`config.mk`:
```
export PLATFORM = sky130hd
export DESIGN_NAME = cgv_regs
export DESIGN_NICKNAME = d
export VERILOG_FILES = /design/src/design/cgv_level_sched.v /design/src/design/cgv_regs.v /design/src/design/cgv_sync2.v
export VERILOG_INCLUDE_DIRS = /design/src /design/src/common
export SDC_FILE = /design/constraint.sdc
export NUM_CORES = 1
export LEC_CHECK = 0
export BUFFER_PORTS_ARGS = -buffer_cell sky130_fd_sc_hd__buf_2
export CAP_MARGIN = 20
export CORE_MARGIN = 2
export CORE_UTILIZATION = 60
export DETAILED_ROUTE_END_ITERATION = 16
export GPL_ROUTABILITY_DRIVEN = 0
export PLACE_DENSITY = 0.84
export SLEW_MARGIN = 40
export SYNTH_ARGS = -nofsm -noshare
export SYNTH_HDL_FRONTEND = slang
export SYNTH_SLANG_ARGS = --single-unit
```
`constraint.sdc`:
```
create_clock -name i_clk -period 6.9 [get_ports i_clk]
set_input_delay 0.345 -clock i_clk [delete_from_list [all_inputs] [get_ports i_clk]]
set_output_delay 0.345 -clock i_clk [all_outputs]
set_load 0.01 [all_outputs]
```
`src/common/cgv_defines.vh`:
```
// register offsets, field positions, reset values and timing counts
`ifndef CGV_DEFINES_VH
`define CGV_DEFINES_VH
`define CGV_ADDR_RIGHT_PGA 8'h08
`define CGV_ADDR_ADC_INPUT 8'h09
`define CGV_ADDR_LEFT_ATTEN 8'h0a
`define CGV_ADDR_RIGHT_ATTEN 8'h0b
`define CGV_ADDR_DAC_CTRL2 8'h0c
`define CGV_ADDR_IRQ_FLAGS 8'h0d
`define CGV_ADDR_IRQ_MASK 8'h0e
`define CGV_ADDR_IRQ_MODE_MSB 8'h0f
`define CGV_ADDR_IRQ_MODE_LSB 8'h10
`define CGV_ADDR_LEFT_PGA 8'h07
`define CGV_PGA_ZC_BIT 3
`define CGV_PGA_RAMP_BIT 4
`define CGV_POLFLIP_BIT 5
`define CGV_DAC_ZC_BIT 6
`define CGV_DAC_RAMP_BIT 7
`define CGV_IRQPOL_BIT 0
`define CGV_PGA_MASK 8'h3f
`define CGV_ADC_INPUT_MASK 8'h1f
`define CGV_DAC_CTRL2_MASK 8'he1
`define CGV_IRQ_MASK4 8'h0f
`define CGV_ADC_INPUT_RST 5'h18
`define CGV_DAC_CTRL2_RST 8'hc0
`define CGV_IRQ_FLAGS_RST 4'h0
`define CGV_PGA_MIN 6'h28
`define CGV_PGA_MAX 6'h18
`define CGV_STEPS_PER_DB 4'h8
`define CGV_LR_PER_DB 4'h8
`define CGV_ZC_TIMEOUT 11'h200
`define CGV_RAMP_MAX_ATTEN 11'h3fc
`endif

```
`src/design/cgv_level_sched.v`:
```
// one channel level scheduler: immediate, zero-cross, ramp, ramp+zc
`timescale 1ns/1ps
`default_nettype none
`include "cgv_defines.vh"
module cgv_level_sched
(
  input wire i_clk,
  input wire i_rstn,
  input wire i_lr_tick,
  input wire i_zero_cross,
  input wire i_ramp_en,
  input wire i_zc_en,
  input wire signed [10:0] i_target,
  output reg signed [10:0] o_level,
  output reg o_settled
);
  // level in 1/8 dB units; sample counters are in lr periods
  reg [10:0] zc_timer;
  wire differs = (o_level != i_target);
  // a crossing can land on any clock, so it applies at once; the timeout
  // counts lr periods and so only expires on a tick
  wire zc_ok = i_zero_cross || (i_lr_tick && (zc_timer >= `CGV_ZC_TIMEOUT));
  wire ramp_due = i_lr_tick;
  wire step_dn = (o_level > i_target);
  // ramp moves 1/8 dB per lr period: 1 dB per 8 periods
  always @(posedge i_clk or negedge i_rstn)
  begin
    if (!i_rstn)
    begin
      o_level <= 11'sh000;
      zc_timer <= 11'h000;
      o_settled <= 1'b1;
    end
    else
    begin
      o_settled <= !differs;
      if (!differs || i_zero_cross)
        zc_timer <= 11'h000;
      else if (i_lr_tick && i_zc_en)
        zc_timer <= zc_timer + 11'h001;
      case ({i_ramp_en, i_zc_en})
        2'b00: o_level <= i_target;
        2'b01:
        begin
          if (differs && zc_ok)
          begin
            o_level <= i_target;
            zc_timer <= 11'h000;
          end
        end
        2'b10:
        begin
          if (differs && ramp_due)
            o_level <= step_dn ? o_level - 11'sh001 : o_level + 11'sh001;
        end
        default:
        begin
          if (differs && zc_ok)
          begin
            o_level <= step_dn ? o_level - 11'sh001 : o_level + 11'sh001;
            zc_timer <= 11'h000;
          end
        end
      endcase
    end
  end
endmodule // cgv_level_sched
`default_nettype wire

```
`src/design/cgv_regs.v`:
```
// codec gain, volume and interrupt register bank
`timescale 1ns/1ps
`default_nettype none
`include "cgv_defines.vh"
module cgv_regs
(
  input wire i_clk,
  input wire i_rstn,
  input wire [7:0] i_addr,
  input wire [7:0] i_wdata,
  input wire i_wr,
  input wire i_rd,
  output reg [7:0] o_rdata,
  input wire i_lrck,
  input wire i_dac_mute,
  input wire [3:0] i_fault,
  input wire signed [23:0] i_dac_left,
  input wire signed [23:0] i_dac_right,
  input wire signed [23:0] i_adc_left,
  input wire signed [23:0] i_adc_right,
  output reg signed [23:0] o_dac_left,
  output reg signed [23:0] o_dac_right,
  output reg signed [10:0] o_pga_left_level,
  output reg signed [10:0] o_pga_right_level,
  output reg [10:0] o_dac_left_atten,
  output reg [10:0] o_dac_right_atten,
  output reg [2:0] o_input_select,
  output reg o_mic_boost,
  output reg o_irq_out,
  output reg o_irq_oe
);
  ////////////////////////////////////////////////////////////////////////
  // registers
  reg [5:0] left_pga_gain;
  reg [5:0] right_pga_gain;
  reg [4:0] adc_input_control;
  reg [7:0] left_dac_attenuation;
  reg [7:0] right_dac_attenuation;
  reg [7:0] dac_control_two;
  reg [3:0] irq_event_flags;
  reg [3:0] irq_mask;
  reg [3:0] irq_mode_msb;
  reg [3:0] irq_mode_lsb;
  reg [3:0] fault_prev;
  reg lr_prev;
  reg [1:0] sign_l_prev;
  reg [1:0] sign_r_prev;
  wire [3:0] fault_s;
  wire lr_s;
  wire mute_s;

  // pin inputs cross into the clock domain first
  cgv_sync2 #(.W(6)) u_sync
  (
    .i_clk(i_clk),
    .i_rstn(i_rstn),
    .i_async({i_fault, i_lrck, i_dac_mute}),
    .o_sync({fault_s, lr_s, mute_s})
  );

  ////////////////////////////////////////////////////////////////////////
  // helpers
  // pga code to 1/8 dB units, sign extended
  function signed [10:0] pga_to_eighths;
    input [5:0] code;
    begin
      pga_to_eighths = {{3{code[5]}}, code, 2'b00};
    end
  endfunction

  // attenuation code to 1/8 dB; negative level, mute goes to floor
  function signed [10:0] atten_to_eighths;
    input [7:0] code;
    input mute;
    begin
      if (mute)
        atten_to_eighths = -$signed(`CGV_RAMP_MAX_ATTEN);
      else
        atten_to_eighths = -$signed({1'b0, code, 2'b00});
    end
  endfunction

  wire lr_tick = lr_s && !lr_prev; // one sample period per rising lrck
  wire zc_l = i_adc_left[23] != sign_l_prev[0];
  wire zc_r = i_adc_right[23] != sign_r_prev[0];
  wire dzc_l = i_dac_left[23] != sign_l_prev[1];
  wire dzc_r = i_dac_right[23] != sign_r_prev[1];
  wire pga_ramp = adc_input_control[`CGV_PGA_RAMP_BIT];
  wire pga_zc = adc_input_control[`CGV_PGA_ZC_BIT];
  wire dac_ramp = dac_control_two[`CGV_DAC_RAMP_BIT];
  wire dac_zc = dac_control_two[`CGV_DAC_ZC_BIT];
  wire irq_pol = dac_control_two[`CGV_IRQPOL_BIT];
  wire signed [10:0] lvl_pl;
  wire signed [10:0] lvl_pr;
  wire signed [10:0] lvl_dl;
  wire signed [10:0] lvl_dr;

  ////////////////////////////////////////////////////////////////////////
  // per-channel schedulers, each with its own zero detector and timeout
  cgv_level_sched u_pga_l
  (
    .i_clk(i_clk), .i_rstn(i_rstn), .i_lr_tick(lr_tick),
    .i_zero_cross(zc_l), .i_ramp_en(pga_ramp), .i_zc_en(pga_zc),
    .i_target(pga_to_eighths(left_pga_gain)),
    .o_level(lvl_pl), .o_settled()
  );
  cgv_level_sched u_pga_r
  (
    .i_clk(i_clk), .i_rstn(i_rstn), .i_lr_tick(lr_tick),
    .i_zero_cross(zc_r), .i_ramp_en(pga_ramp), .i_zc_en(pga_zc),
    .i_target(pga_to_eighths(right_pga_gain)),
    .o_level(lvl_pr), .o_settled()
  );
  cgv_level_sched u_dac_l
  (
    .i_clk(i_clk), .i_rstn(i_rstn), .i_lr_tick(lr_tick),
    .i_zero_cross(dzc_l), .i_ramp_en(dac_ramp), .i_zc_en(dac_zc),
    .i_target(atten_to_eighths(left_dac_attenuation, mute_s)),
    .o_level(lvl_dl), .o_settled()
  );
  cgv_level_sched u_dac_r
  (
    .i_clk(i_clk), .i_rstn(i_rstn), .i_lr_tick(lr_tick),
    .i_zero_cross(dzc_r), .i_ramp_en(dac_ramp), .i_zc_en(dac_zc),
    .i_target(atten_to_eighths(right_dac_attenuation, mute_s)),
    .o_level(lvl_dr), .o_settled()
  );

  ////////////////////////////////////////////////////////////////////////
  // interrupt source events per mode; masked sources never reach status
  reg [3:0] src_event;
  integer k;
  always @*
  begin
    src_event = 4'h0;
    for (k = 0; k < 4; k = k + 1)
    begin
      case ({irq_mode_msb[k], irq_mode_lsb[k]})
        2'b00: src_event[k] = fault_s[k] && !fault_prev[k];
        2'b01: src_event[k] = !fault_s[k] && fault_prev[k];
        2'b10: src_event[k] = fault_s[k];
        default: src_event[k] = 1'b0; // reserved mode raises nothing
      endcase
    end
    src_event = src_event & irq_mask;
  end

  wire rd_flags = i_rd && (i_addr == `CGV_ADDR_IRQ_FLAGS);

  ////////////////////////////////////////////////////////////////////////
  // register writes, status capture and datapath outputs
  always @(posedge i_clk or negedge i_rstn)
  begin
    if (!i_rstn)
    begin
      left_pga_gain <= 6'h00;
      right_pga_gain <= 6'h00;
      adc_input_control <= `CGV_ADC_INPUT_RST;
      left_dac_attenuation <= 8'h00;
      right_dac_attenuation <= 8'h00;
      dac_control_two <= `CGV_DAC_CTRL2_RST;
      irq_event_flags <= `CGV_IRQ_FLAGS_RST;
      irq_mask <= 4'h0;
      irq_mode_msb <= 4'h0;
      irq_mode_lsb <= 4'h0;
      fault_prev <= 4'h0;
      lr_prev <= 1'b0;
      sign_l_prev <= 2'b00;
      sign_r_prev <= 2'b00;
      o_dac_left <= 24'sh000000;
      o_dac_right <= 24'sh000000;
    end
    else
    begin
      fault_prev <= fault_s;
      lr_prev <= lr_s;
      sign_l_prev <= {i_dac_left[23], i_adc_left[23]};
      sign_r_prev <= {i_dac_right[23], i_adc_right[23]};
      if (i_wr)
      begin
        // reserved bits are dropped on write
        case (i_addr)
          `CGV_ADDR_LEFT_PGA: left_pga_gain <= i_wdata[5:0];
          `CGV_ADDR_RIGHT_PGA: right_pga_gain <= i_wdata[5:0];
          `CGV_ADDR_ADC_INPUT: adc_input_control <= i_wdata[4:0];
          `CGV_ADDR_LEFT_ATTEN: left_dac_attenuation <= i_wdata;
          `CGV_ADDR_RIGHT_ATTEN: right_dac_attenuation <= i_wdata;
          `CGV_ADDR_DAC_CTRL2:
            dac_control_two <= i_wdata & `CGV_DAC_CTRL2_MASK;
          `CGV_ADDR_IRQ_MASK: irq_mask <= i_wdata[3:0];
          `CGV_ADDR_IRQ_MODE_MSB: irq_mode_msb <= i_wdata[3:0];
          `CGV_ADDR_IRQ_MODE_LSB: irq_mode_lsb <= i_wdata[3:0];
          default: ;
        endcase
      end
      // set beats the clear-on-read; masked bits are forced low
      irq_event_flags <= ((rd_flags ? 4'h0 : irq_event_flags) | src_event)
        & irq_mask;
      if (dac_control_two[`CGV_POLFLIP_BIT])
      begin
        o_dac_left <= -i_dac_left;
        o_dac_right <= -i_dac_right;
      end
      else
      begin
        o_dac_left <= i_dac_left;
        o_dac_right <= i_dac_right;
      end
    end
  end

  ////////////////////////////////////////////////////////////////////////
  // read data is registered; it captures flags before the clear lands
  always @(posedge i_clk or negedge i_rstn)
  begin
    if (!i_rstn)
      o_rdata <= 8'h00;
    else if (i_rd)
    begin
      case (i_addr)
        `CGV_ADDR_LEFT_PGA: o_rdata <= {2'b00, left_pga_gain};
        `CGV_ADDR_RIGHT_PGA: o_rdata <= {2'b00, right_pga_gain};
        `CGV_ADDR_ADC_INPUT: o_rdata <= {3'b000, adc_input_control};
        `CGV_ADDR_LEFT_ATTEN: o_rdata <= left_dac_attenuation;
        `CGV_ADDR_RIGHT_ATTEN: o_rdata <= right_dac_attenuation;
        `CGV_ADDR_DAC_CTRL2: o_rdata <= dac_control_two;
        `CGV_ADDR_IRQ_FLAGS:
          o_rdata <= {4'h0, irq_event_flags & irq_mask};
        `CGV_ADDR_IRQ_MASK: o_rdata <= {4'h0, irq_mask};
        `CGV_ADDR_IRQ_MODE_MSB: o_rdata <= {4'h0, irq_mode_msb};
        `CGV_ADDR_IRQ_MODE_LSB: o_rdata <= {4'h0, irq_mode_lsb};
        default: o_rdata <= 8'h00;
      endcase
    end
  end

  ////////////////////////////////////////////////////////////////////////
  // level outputs, input select and irq pin
  always @(posedge i_clk or negedge i_rstn)
  begin
    if (!i_rstn)
    begin
      o_pga_left_level <= 11'sh000;
      o_pga_right_level <= 11'sh000;
      o_dac_left_atten <= 11'h000;
      o_dac_right_atten <= 11'h000;
      o_input_select <= 3'h0;
      o_mic_boost <= 1'b0;
      o_irq_out <= 1'b0;
      o_irq_oe <= 1'b0;
    end
    else
    begin
      o_pga_left_level <= lvl_pl;
      o_pga_right_level <= lvl_pr;
      o_dac_left_atten <= -lvl_dl;
      o_dac_right_atten <= -lvl_dr;
      o_input_select <= adc_input_control[2:0];
      o_mic_boost <= (adc_input_control[2:0] == 3'h0);
      if (irq_pol)
      begin
        o_irq_out <= |irq_event_flags;
        o_irq_oe <= 1'b1;
      end
      else
      begin
        o_irq_out <= 1'b0;
        o_irq_oe <= |irq_event_flags;
      end
    end
  end
endmodule // cgv_regs
`default_nettype wire

```
`src/design/cgv_sync2.v`:
```
// two flip-flop synchroniser for a bus of levels
`timescale 1ns/1ps
`default_nettype none
module cgv_sync2 #(parameter W = 1)
(
  input wire i_clk,
  input wire i_rstn,
  input wire [W-1:0] i_async,
  output reg [W-1:0] o_sync
);
  reg [W-1:0] meta;
  // first stage is read only by the second
  always @(posedge i_clk or negedge i_rstn)
  begin
    if (!i_rstn)
    begin
      meta <= {W{1'b0}};
      o_sync <= {W{1'b0}};
    end
    else
    begin
      meta <= i_async;
      o_sync <= meta;
    end
  end
endmodule // cgv_sync2
`default_nettype wire

```
; After elaboration in Yosys (flattened, before gate mapping)
; Index checks and enable logic that the tools add are counted.
[classes]
magnitude_cmp = 8
add_sub_neg = 18
n_mux = 48
n_reduce_logical = 72
n_eq_ne = 38
bitwise_logic = 4
[op_table]
columns = cell, count
row1 = two-way mux 11 bit, 34
row2 = case mux 11 bit (3 select lines), 4
row3 = case mux 8 bit (10 select lines), 1
row4 = "equality test 8 x 4 -> 1 bit, second input constant", 8
row5 = two-way mux 24 bit, 2
row6 = negator 24 bit, 2
row7 = "adder 11 x 1 -> 11 bit, second input constant", 4
row8 = "adder 11 x 2 -> 11 bit, second input constant", 4
row9 = "greater-or-equal comparator 11 x 10 -> 1 bit, second input constant", 4
row10 = "subtractor 11 x 2 -> 11 bit, second input constant", 4
row11 = logical AND 1 bit, 24
row12 = greater-than comparator 11 bit, 2
row13 = greater-than comparator 11 x 8 -> 1 bit, 2
row14 = != test 11 bit, 2
row15 = != test 11 x 8 -> 1 bit, 2
row16 = negator 10 -> 11 bit, 2
row17 = negator 11 bit, 2
row18 = AND reduction 2 bit, 9
row19 = "!= test 2 x 1 -> 1 bit, second input constant", 8
row20 = zero test 1 bit, 13
row21 = bitwise AND 4 bit, 3
row22 = "equality test 2 x 1 -> 1 bit, second input constant", 6
row23 = "equality test 2 bit, second input constant", 6
row24 = zero test 2 bit, 6
row25 = other kinds (13), 34
[word_totals]
input_bits = 122
elab_cells = 223
out_inout_bits = 106
ff_bits = 268

; Depth between registers and ports, before layout
; Gate-level depths: netlist of the first run.
[depth]
word_depth = 8
mapped_depth = 20
ltp_nobuf = 19

; Modules after synthesis
; A second synthesis of the first run with hierarchy kept.
[unflattened]
hier_cells = 1411
area_unflattened_um2 = 14727.9
[by_module_without_submodules]
columns = mod, instances, seq_area_each_um2, cells_per_inst, area_each_um2
row1 = cgv_regs, 1, 4209.0, 599, 7380.8
row2 = cgv_level_sched, 4, 576.8, 200, 1761.7
row3 = cgv_sync2, 1, 300.3, 12, 300.3

; Worst setup path before layout of the first run
; Ideal clock, no wire load.
[synth_timing]
path_type = flip-flop to flip-flop
startpoint = reg left_dac_attenuation[0]
endpoint = reg u_dac_l.o_level[4]
n_path_buf = 1
t_required_ps = 6763
path_slack_ps = 3307
arrival_time_ps = 3456
period_less_slack_ps = 3593
stages_incl_launch_ff = 18
cell_sequence = dfrtp_1 > inv_1 > ha_1 > nand4bb_1 > xor2_1 > nand2_1 > ha_1 > a21o_1 > a211o_1 > a41oi_1 > o21a_1 > buf_2 > xnor2_1 > ha_1 > or2_2 > o32ai_1 > mux2i_1 > a21oi_1
[synth_via]
elab_chain_cells = 6
word_cells_on_any_way = 15
classes_between = add/sub: 1 / order compare: 1 / eq/ne: 3 / mux: 6 / reduce/logical: 4
[synth_lines]
columns = item, line
row1 = start: declaration, cgv_regs.v:37  ; reg [7:0] left_dac_attenuation;
row2 = start signal: assignment, cgv_regs.v:186  ; `CGV_ADDR_LEFT_ATTEN: left_dac_attenuation <= i_wdata;
row3 = negator 10 -> 11 bit *, cgv_regs.v:79  ; atten_to_eighths = -$signed({1'b0, code, 2'b00});
row4 = two-way mux 11 bit *, cgv_regs.v:76  ; if (mute)
row5 = greater-than comparator 11 bit or != test 11 bit (tied branches), "cgv_level_sched.v:24, cgv_level_sched.v:19"
row6 = "two-way mux 11 bit, or another cell as far along", "cgv_level_sched.v:54, cgv_level_sched.v:60"
row7 = "two-way mux 11 bit, or another cell as far along", cgv_level_sched.v:58  ; if (differs && zc_ok)
row8 = case mux 11 bit (3 select lines) or AND reduction 3 bit (tied branches), n/a
row9 = end signal: assignment, cgv_level_sched.v:42  ; 2'b00: o_level <= i_target;
row10 = end signal: assignment, cgv_level_sched.v:54  ; o_level <= step_dn ? o_level - 11'sh001 : o_level + 11'sh001;
row11 = end signal: assignment, cgv_level_sched.v:60  ; o_level <= step_dn ? o_level - 11'sh001 : o_level + 11'sh001;
row12 = end: declaration, cgv_level_sched.v:14  ; output reg signed [10:0] o_level,
; Every way passes the cells marked *; elsewhere a longest branch is shown, timed or not. The select of a mux whose other input is x is not followed.
; A chain may end at the register's enable or synchronous reset.

; Final worst setup path of the first run
[layout_timing]
startpoint = reg right_dac_attenuation[0]
endpoint = reg u_dac_r.o_level[8]
[layout_via]
elab_chain_cells = 6
word_cells_on_any_way = 15
classes_between = add/sub: 1 / order compare: 1 / eq/ne: 3 / mux: 6 / reduce/logical: 4
[layout_lines]
columns = item, line
row1 = start: declaration, cgv_regs.v:38  ; reg [7:0] right_dac_attenuation;
row2 = start signal: assignment, cgv_regs.v:187  ; `CGV_ADDR_RIGHT_ATTEN: right_dac_attenuation <= i_wdata;
row3 = negator 10 -> 11 bit *, cgv_regs.v:79
row4 = two-way mux 11 bit *, cgv_regs.v:76
row5 = greater-than comparator 11 bit or != test 11 bit (tied branches), "cgv_level_sched.v:24, cgv_level_sched.v:19"
row6 = "two-way mux 11 bit, or another cell as far along", "cgv_level_sched.v:54, cgv_level_sched.v:60"
row7 = "two-way mux 11 bit, or another cell as far along", cgv_level_sched.v:58
row8 = case mux 11 bit (3 select lines) or AND reduction 3 bit (tied branches), n/a
row9 = end signal: assignment, cgv_level_sched.v:42
row10 = end signal: assignment, cgv_level_sched.v:54
row11 = end signal: assignment, cgv_level_sched.v:60
row12 = end: declaration, cgv_level_sched.v:14
; Marks and branches as above.

==> results of run 1 <==
## power by group through the flow
stage,Sequential [W],Combinational (W),Clock (W)
floorplan,0.00194,0.00124,0
global placement,0.00194,0.00162,0
detailed placement,0.00194,0.00170,0
CTS,0.00192,0.00173,0.00168
global route,0.00195,0.00196,0.00175
finish,0.00192,0.00176,0.00166
## sequential cells by signal (all words and copies together), names as in the netlist, 8 cells and up
register and flops:
o_rdata 8, u_dac_r.zc_timer 11, o_pga_left_level 11, u_dac_l.o_level 11, u_pga_r.zc_timer 11, o_dac_right_atten 11
u_dac_r.o_level 11, o_dac_left 24, o_dac_left_atten 11, u_pga_l.zc_timer 11, u_dac_l.zc_timer 11, o_dac_right 24
o_pga_right_level 11, right_dac_attenuation 8, u_pga_l.o_level 11, left_dac_attenuation 8, u_pga_r.o_level 11
## synthesized netlist by cell type (9+ instances only)
cell	number	area share (%)
inv_1	62	1.7
nand4_1	21	0.94
clkbuf_1	41	1.1
nand3_1	31	1.1
o211ai_1	9	0.48
mux2_2	54	4.4
and3_1	22	0.99
nand2b_1	15	0.67
dfrtp_1	264	47
nor2b_1	12	0.54
a21o_1	9	0.48
or3_1	9	0.40
nor3_1	29	1.0
nor2_1	104	2.8
a21oi_1	50	1.8
xnor2_1	81	5.1
o21ai_0	59	2.1
o31ai_1	17	0.91
ha_1	68	6.1
nand2_1	123	3.3
a31o_2	10	0.63
mux2i_1	33	2.4
xor2_1	48	3.0
a221oi_1	10	0.63
## through the flow
| step | cell area [um^2] | hold WS, ns | worst slack, ns | utilization (%) | power (W) |
|---|---|---|---|---|---|
| floorplan | 14000 | 0.0494 | 3.31 | - | 0.00318 |
| CTS | 16500 | 0.000396 | 2.57 | 72.4 | 0.00533 |
| global placement | 15100 | 0.332 | 2.79 | 66.4 | 0.00356 |
| global route | 16500 | 0.0135 | 2.09 | 72.6 | 0.00565 |
| detailed placement | 15200 | 0.256 | 2.59 | 66.6 | 0.00365 |
| finish | 16500 | 0.0268 | 2.49 | 72.6 | 0.00535 |
## critical path: cells and delay by family (launching register included)
family | cells | cell delay, ns
AOI/OAI and AO/OA | 4 | 0.82
xor gates and xnor gates | 2 | 0.36
adders and majority gates | 2 | 0.65
buffers and inverters | 1 | 0.14
DFF | 1 | 0.42
and+or+nand+nor | 10 | 1.86
## layout make-up
cell class                      instances  share of cell area (%)
Inverter                               63                    1.43
Sequential cell                       268                    40.6
Clock buffer                           38                    4.90
Multi-Input combinational cell        957                    41.5
Timing Repair Buffer                  214                    7.78
Antenna cell                            2                  0.0303
Tap cell                              313                    2.37
Clock inverter                         16                    1.38
## cells by family after synthesis
group / after synthesis
buffers and inverters: 112
adder cells (fa/ha/maj): 70
XOR/XNOR: 129
AO/OA/AOI/OAI: 249
flip-flops: 268
AND/OR/NAND/NOR: 421
multiplexers: 88
## per-layer routing
layer  vias up  routed length (um)  global-route usage [%]
li1       5166                   -                       -
met1      5398               13700                    36.0
met2       513               16500                    48.7
met3        89                2950                    6.62
met4         4                1320                    9.87
met5         -                  21                       0
## how the worst max path moves through the flow
| stage | cells after the start | to | slack, ns |
|---|---|---|---|
| 2_1_floorplan | 17 | u_dac_l.o_level[4]$_DFFE_PN0P_ | 3.31 |
| 3_3_place_gp | 13 | u_pga_r.o_level[10]$_DFFE_PN0P_ | 2.79 |
| 3_5_place_dp | 19 | u_dac_r.o_level[8]$_DFFE_PN0P_ | 2.59 |
| 4_1_cts | 19 | u_dac_r.o_level[8]$_DFFE_PN0P_ | 2.57 |
| 5_1_grt | 19 | u_dac_r.o_level[8]$_DFFE_PN0P_ | 2.09 |
| 6_report | 19 | u_dac_r.o_level[8]$_DFFE_PN0P_ | 2.49 |
## what timing repair did
item                      in CTS  in global routing
hold endpoints to repair      67                  0
setup buffers                  0                  0
hold buffers                  28                  0
==> flow_metrics.env, run 1 <==
export IMPL_r2r_end="u_dac_r.o_level[8]$_DFFE_PN0P_"
export IMPL_power_density_nw_per_um2=323
export IMPL_drt_antenna_violating_nets=0
export IMPL_setup_worst_path_start_class="register"
export IMPL_setup_viol=0
export IMPL_start_util_pct=61.3
export IMPL_synth_flop_cell="dfrtp_1"
export IMPL_vias_per_cell=5.97
export IMPL_finalNetCount=1725
export IMPL_finalCritPeriodShare_pct=63.9
export IMPL_synth_compound_area_share_pct=12.3
export IMPL_final_common_cell="dfrtp_1"
export IMPL_layout_common_cells="dfrtp_1 (264), buf_2 (180), nand2_1 (123)"
export IMPL_yosys_area_share_simple_pct=15.2
export IMPL_cts_buffers=29
export IMPL_ff_latch_area_um2=6710
export IMPL_synthAdderAreaFrac_pct=6.38
export IMPL_htreeDepth=1
export IMPL_area_delta_synth_final_pct=18.4
export IMPL_peakVddDrop_uv=210
export IMPL_dp_cells=1786
export IMPL_netlist_instances=1337
export IMPL_fmax_mhz=227
export IMPL_antenna_found_initial=4
export IMPL_cts_tree="yes"
export IMPL_synth_area_per_cell_um2=10.4
export IMPL_dpl_hpwl_um=23800
export IMPL_die_area_um2=24500
export IMPL_ios=228
export IMPL_seqPwrFrac_pct=35.9
export IMPL_hold_depth=2
export IMPL_grt_pass1_wl_um=56300
export IMPL_numClockSinks=268
export IMPL_crit_required_ns=7.30
export IMPL_cp_startpoint="right_dac_attenuation[0]$_DFFE_PN0P_"
export IMPL_outcome="completed"
export IMPL_portBuffers=181
export IMPL_period_needed_ns=4.41
export IMPL_min_from="i_dac_right[12]"
export IMPL_wl_per_cell_um=18.4
export IMPL_rsz0062_at_grt="false"
export IMPL_first_pass_iters=7
export IMPL_crit_path_end_kind="register"
export IMPL_reg2reg_from="right_dac_attenuation[0]$_DFFE_PN0P_"
export IMPL_synth_edf_count=0
export IMPL_max_slew_margin_pct=47.0
export IMPL_clk_latency_ns=0.55
export IMPL_cts_clk_slew_worst_paths_ns=0.06
export IMPL_synth_distinct_cells=76
export IMPL_critPathSlowestCell="a31oi_4"
export IMPL_cts_resized=0
export IMPL_ys_seq_elements=268
export IMPL_hp_class="input pin to register"
export IMPL_max_cap_violations=0
export IMPL_reg2regPathDepth=19
export IMPL_multi_input_area_um2=6870
export IMPL_synth_area_mux_share_pct=6.88
export IMPL_p_sw_w=0.00182
export IMPL_path_cells="nor3_1, nand2_1, nor3_1, xnor2_1, nand2_1, ha_1, nand3_1, nor3_1, inv_1, a31oi_4, xnor2_1, ha_1, nand2_1, nor2_1, nand3_1, nor2_1, a21oi_1, a21oi_1, o211ai_1"
export IMPL_hold_end="o_dac_right[12]$_DFF_PN0_"
export IMPL_final_hold_violation_count=0
export IMPL_yosys_warnings=0
export IMPL_power_leakage_nw=7.66
export IMPL_worst_ep_arrival_time_ns=4.80
export IMPL_synth_top_family_by_area="simple AND/OR/NAND/NOR gates"
export IMPL_rows=55
export IMPL_syn_area_um2=14000
export IMPL_layout_drive_gt1_share_pct=21.3
export IMPL_p_comb_share_pct=33.0
export IMPL_async_flop_share_pct=100
export IMPL_coreArea_um2=22800
export IMPL_finalNonFillerCells=1871
export IMPL_skew_ns=0.0114
export IMPL_drc_errors=0
export IMPL_clock_root_buffer="clkbuf_16"
export IMPL_vias=11170
export IMPL_totalWireLength_um=34500
export IMPL_power_switching_share_pct=34.1
export IMPL_slowest_delay_ns=0.49
export IMPL_rrSetupSlack_ns=2.49
export IMPL_p_clk_share_pct=31.1
export IMPL_grt_max_degree=149
export IMPL_grt_overflow=0
export IMPL_setup_tns_ns=0
export IMPL_grt_pass1_vias=11168
export IMPL_clockBufferDepth=3
export IMPL_final_max_slew_viol_count=0
export IMPL_worstMarginPinSlew_ns=0.792
export IMPL_fp_dieW_um=157
export IMPL_drtIter0Drc=968
export IMPL_p_int_w=0.00353
export IMPL_synth_xor_area_share_pct=8.09
export IMPL_fp_dieH_um=157
export IMPL_synth_nets=1529
export IMPL_path_class="register to register"
export IMPL_yosysSeqAreaShare_pct=48.0
export IMPL_grtUsageTotal_pct=28.6
export IMPL_fill_cells=1541
export IMPL_critical_path_max_fanout=13
Note: power is estimated with default switching activity, not from simulation.
==> inputs of run 2 (changes only) <==
--- a/config.mk
+++ b/config.mk
@@ -9,10 +9,10 @@
 export BUFFER_PORTS_ARGS = -buffer_cell sky130_fd_sc_hd__buf_2
 export CAP_MARGIN = 20
 export CORE_MARGIN = 2
-export CORE_UTILIZATION = 60
+export CORE_UTILIZATION = 52
 export DETAILED_ROUTE_END_ITERATION = 16
 export GPL_ROUTABILITY_DRIVEN = 0
-export PLACE_DENSITY = 0.84
+export PLACE_DENSITY = 0.77
 export SLEW_MARGIN = 40
 export SYNTH_ARGS = -nofsm -noshare
 export SYNTH_HDL_FRONTEND = slang
==> constraint.sdc (replaced) <==
create_clock -name i_clk -period 3.7 [get_ports i_clk]
set_input_delay 0.185 -clock i_clk [delete_from_list [all_inputs] [get_ports i_clk]]
set_output_delay 0.185 -clock i_clk [all_outputs]
set_load 0.01 [all_outputs]
==> flow_metrics.env, run 2 (synthesized netlist as in run 1, its figures left out) <==
export IMPL_outcome="completed"
export IMPL_hp_class="input pin to register"
export IMPL_final_hold_violation_count=0
export IMPL_final_max_slew_viol_count=0
export IMPL_path_class="register to register"
export IMPL_critical_path_max_fanout=4
export IMPL_path_cells="inv_2, ha_4, nand4bb_1, xor2_1, nand2_1, ha_4, a21o_1, a211o_1, a41o_1, a31oi_4, xnor2_2, ha_2, nand2_2, nor2_4, nand3_2, nor2_2, a21oi_1, a21oi_1, o211ai_1"
export IMPL_totalWireLength_um=37800
export IMPL_grtUsageTotal_pct=26.2
export IMPL_crit_path_end_kind="register"
export IMPL_layout_common_cells="dfrtp_1 (263), buf_2 (181), nand2_1 (121)"
export IMPL_finalNonFillerCells=1983
export IMPL_p_sw_w=0.00356
export IMPL_numClockSinks=268
export IMPL_cp_top_family="compound AO/OA/AOI/OAI gates"
export IMPL_vias_per_cell=5.86
export IMPL_crit_required_ns=4.13
export IMPL_p_comb_share_pct=35.2
export IMPL_setup_worst_path_start_class="register"
export IMPL_vias=11617
export IMPL_slowest_delay_ns=0.43
export IMPL_max_slew_margin_pct=49.9
export IMPL_finalCritPeriodShare_pct=99.7
export IMPL_rrSetupSlack_ns=0.01
export IMPL_die_area_um2=28200
export IMPL_crit_buf_inv=1
export IMPL_max_cap_violations=0
export IMPL_grt_pass1_wl_um=59700
export IMPL_critPathSlowestCell="dfrtp_1"
export IMPL_grt_max_degree=96
export IMPL_antenna_found_initial=5
export IMPL_final_common_cell="dfrtp_1"
export IMPL_setup_viol=0
export IMPL_skew_ns=0.0132
export IMPL_p_clk_share_pct=30.5
export IMPL_fmax_mhz=271
export IMPL_grt_pass1_vias=11864
export IMPL_layout_drive_gt1_share_pct=25.3
export IMPL_clk_latency_ns=0.56
export IMPL_first_pass_iters=5
export IMPL_period_needed_ns=3.69
export IMPL_start_util_pct=53.3
export IMPL_rsz0062_at_grt="true"
export IMPL_fill_cells=1876
export IMPL_clock_root_buffer="clkbuf_16"
export IMPL_fp_dieW_um=168
export IMPL_seqPwrFrac_pct=34.3
export IMPL_worstMarginPinSlew_ns=0.745
export IMPL_coreArea_um2=26200
export IMPL_rows=59
export IMPL_dpl_hpwl_um=24600
export IMPL_area_delta_synth_final_pct=25.8
export IMPL_dp_cells=1846
export IMPL_worst_ep_arrival_time_ns=4.11
export IMPL_finalNetCount=1814
export IMPL_ios=228
export IMPL_grt_overflow=0
export IMPL_htreeDepth=1
export IMPL_drtIter0Drc=965
export IMPL_cts_buffers=30
export IMPL_total_power_w=0.0104
export IMPL_power_leakage_nw=8.10
export IMPL_drc_errors=0
export IMPL_largestRegisters="o_dac_left x24, o_dac_right x24"
export IMPL_clockBufferDepth=3
export IMPL_wl_per_cell_um=19.1
export IMPL_setup_tns_ns=0
export IMPL_fp_dieH_um=168
export IMPL_power_switching_share_pct=34.1
export IMPL_portBuffers=181
export IMPL_cts_tree="yes"
export IMPL_p_int_w=0.00687
export IMPL_peakVddDrop_uv=379
export IMPL_power_density_nw_per_um2=593
export IMPL_drt_antenna_violating_nets=0
export IMPL_post_route_util_pct=67.1
export IMPL_cts_clk_slew_worst_paths_ns=0.07
[run 2: cell types whose count changed in the layout (fill, tap and decap cells not counted), moves of 3 or more]
| cell | before | now |
|---|---|---|
| buf_4 | 2 | 47 |
| clkinvlp_4 | 1 | 4 |
| dlygate4sd3_1 | 28 | 71 |
| ha_1 | 68 | 58 |
| ha_4 | 0 | 8 |
| inv_1 | 62 | 58 |
| inv_2 | 1 | 5 |
| nor2_1 | 102 | 99 |
| nor3_1 | 29 | 24 |
| nor3_2 | 0 | 5 |
| nor3b_1 | 6 | 3 |
| o21ai_0 | 59 | 56 |
[run 2: metal layers]
metal	global-route usage, %	wire length (um)	up-vias
li1	-	-	5336
met1	32.5	15100	5659
met2	43.9	18200	496
met3	6.63	3010	120
met4	10.5	1450	6
met5	0	41	-
[run 2: area by class of cell]
cell class              instances  area [um^2]  share of cell area [%]
clock inverters                18          233                    1.32
clock buffers                  38          832                    4.73
repair buffers                302         2020                    11.5
diodes                          2         5.00                  0.0285
inverters                      63          236                    1.35
well taps                     335          419                    2.38
flip-flops and latches        268         6710                    38.2
multi-input cells             957         7120                    40.5
[run 2: through the flow]
| stage | setup slack (ns) | cell area, um^2 | hold WS, ns |
|---|---|---|---|
| global placement | 0.105 | 15500 | 0.263 |
| detailed placement | -0.184 | 15500 | 0.267 |
| finish | 0.0129 | 17600 | 0.0446 |
| global route | -0.212 | 17600 | 0.0199 |
| CTS | 0.00512 | 17300 | 0.00121 |
| floorplan | 0.107 | 14000 | -0.111 |
[run 2: power by group through the flow]
| stage | registers [W] | clock network [W] | logic, W |
|---|---|---|---|
| after floorplan | 0.00362 | 0 | 0.00231 |
| after global placement | 0.00359 | 0 | 0.00321 |
| after detailed placement | 0.00361 | 0 | 0.00334 |
| after CTS | 0.00356 | 0.00322 | 0.00344 |
| after global routing | 0.00363 | 0.00336 | 0.00402 |
| final | 0.00358 | 0.00318 | 0.00368 |
[run 2: path summary, 6_finish.rpt]
kind | startpoint | to | cells after the start
max | right_dac_attenuation[1]$_DFFE_PN0P_ | u_dac_r.o_level[8]$_DFFE_PN0P_ | 19
min | i_rd | o_rdata[0]$_DFFE_PN0P_ | 2
max reg2reg | right_dac_attenuation[1]$_DFFE_PN0P_ | u_dac_r.o_level[8]$_DFFE_PN0P_ | 19
min reg2reg | u_sync.meta[2]$_DFF_PN0_ | u_sync.o_sync[2]$_DFF_PN0_ | 0
max in group asynchronous | i_rstn | adc_input_control[3]$_DFFE_PN1P_ | 3
min in group asynchronous | i_rstn | o_dac_left[9]$_DFF_PN0_ | 2
[run 2: what timing repair did]
item                                   in CTS  in global routing
pin swaps                                   0                 22
resized for setup                           6                 47
endpoints found under the hold margin     167                  0
setup buffers                               0                  7
hold buffers                               71                  0
setup endpoints to repair                   6                 17
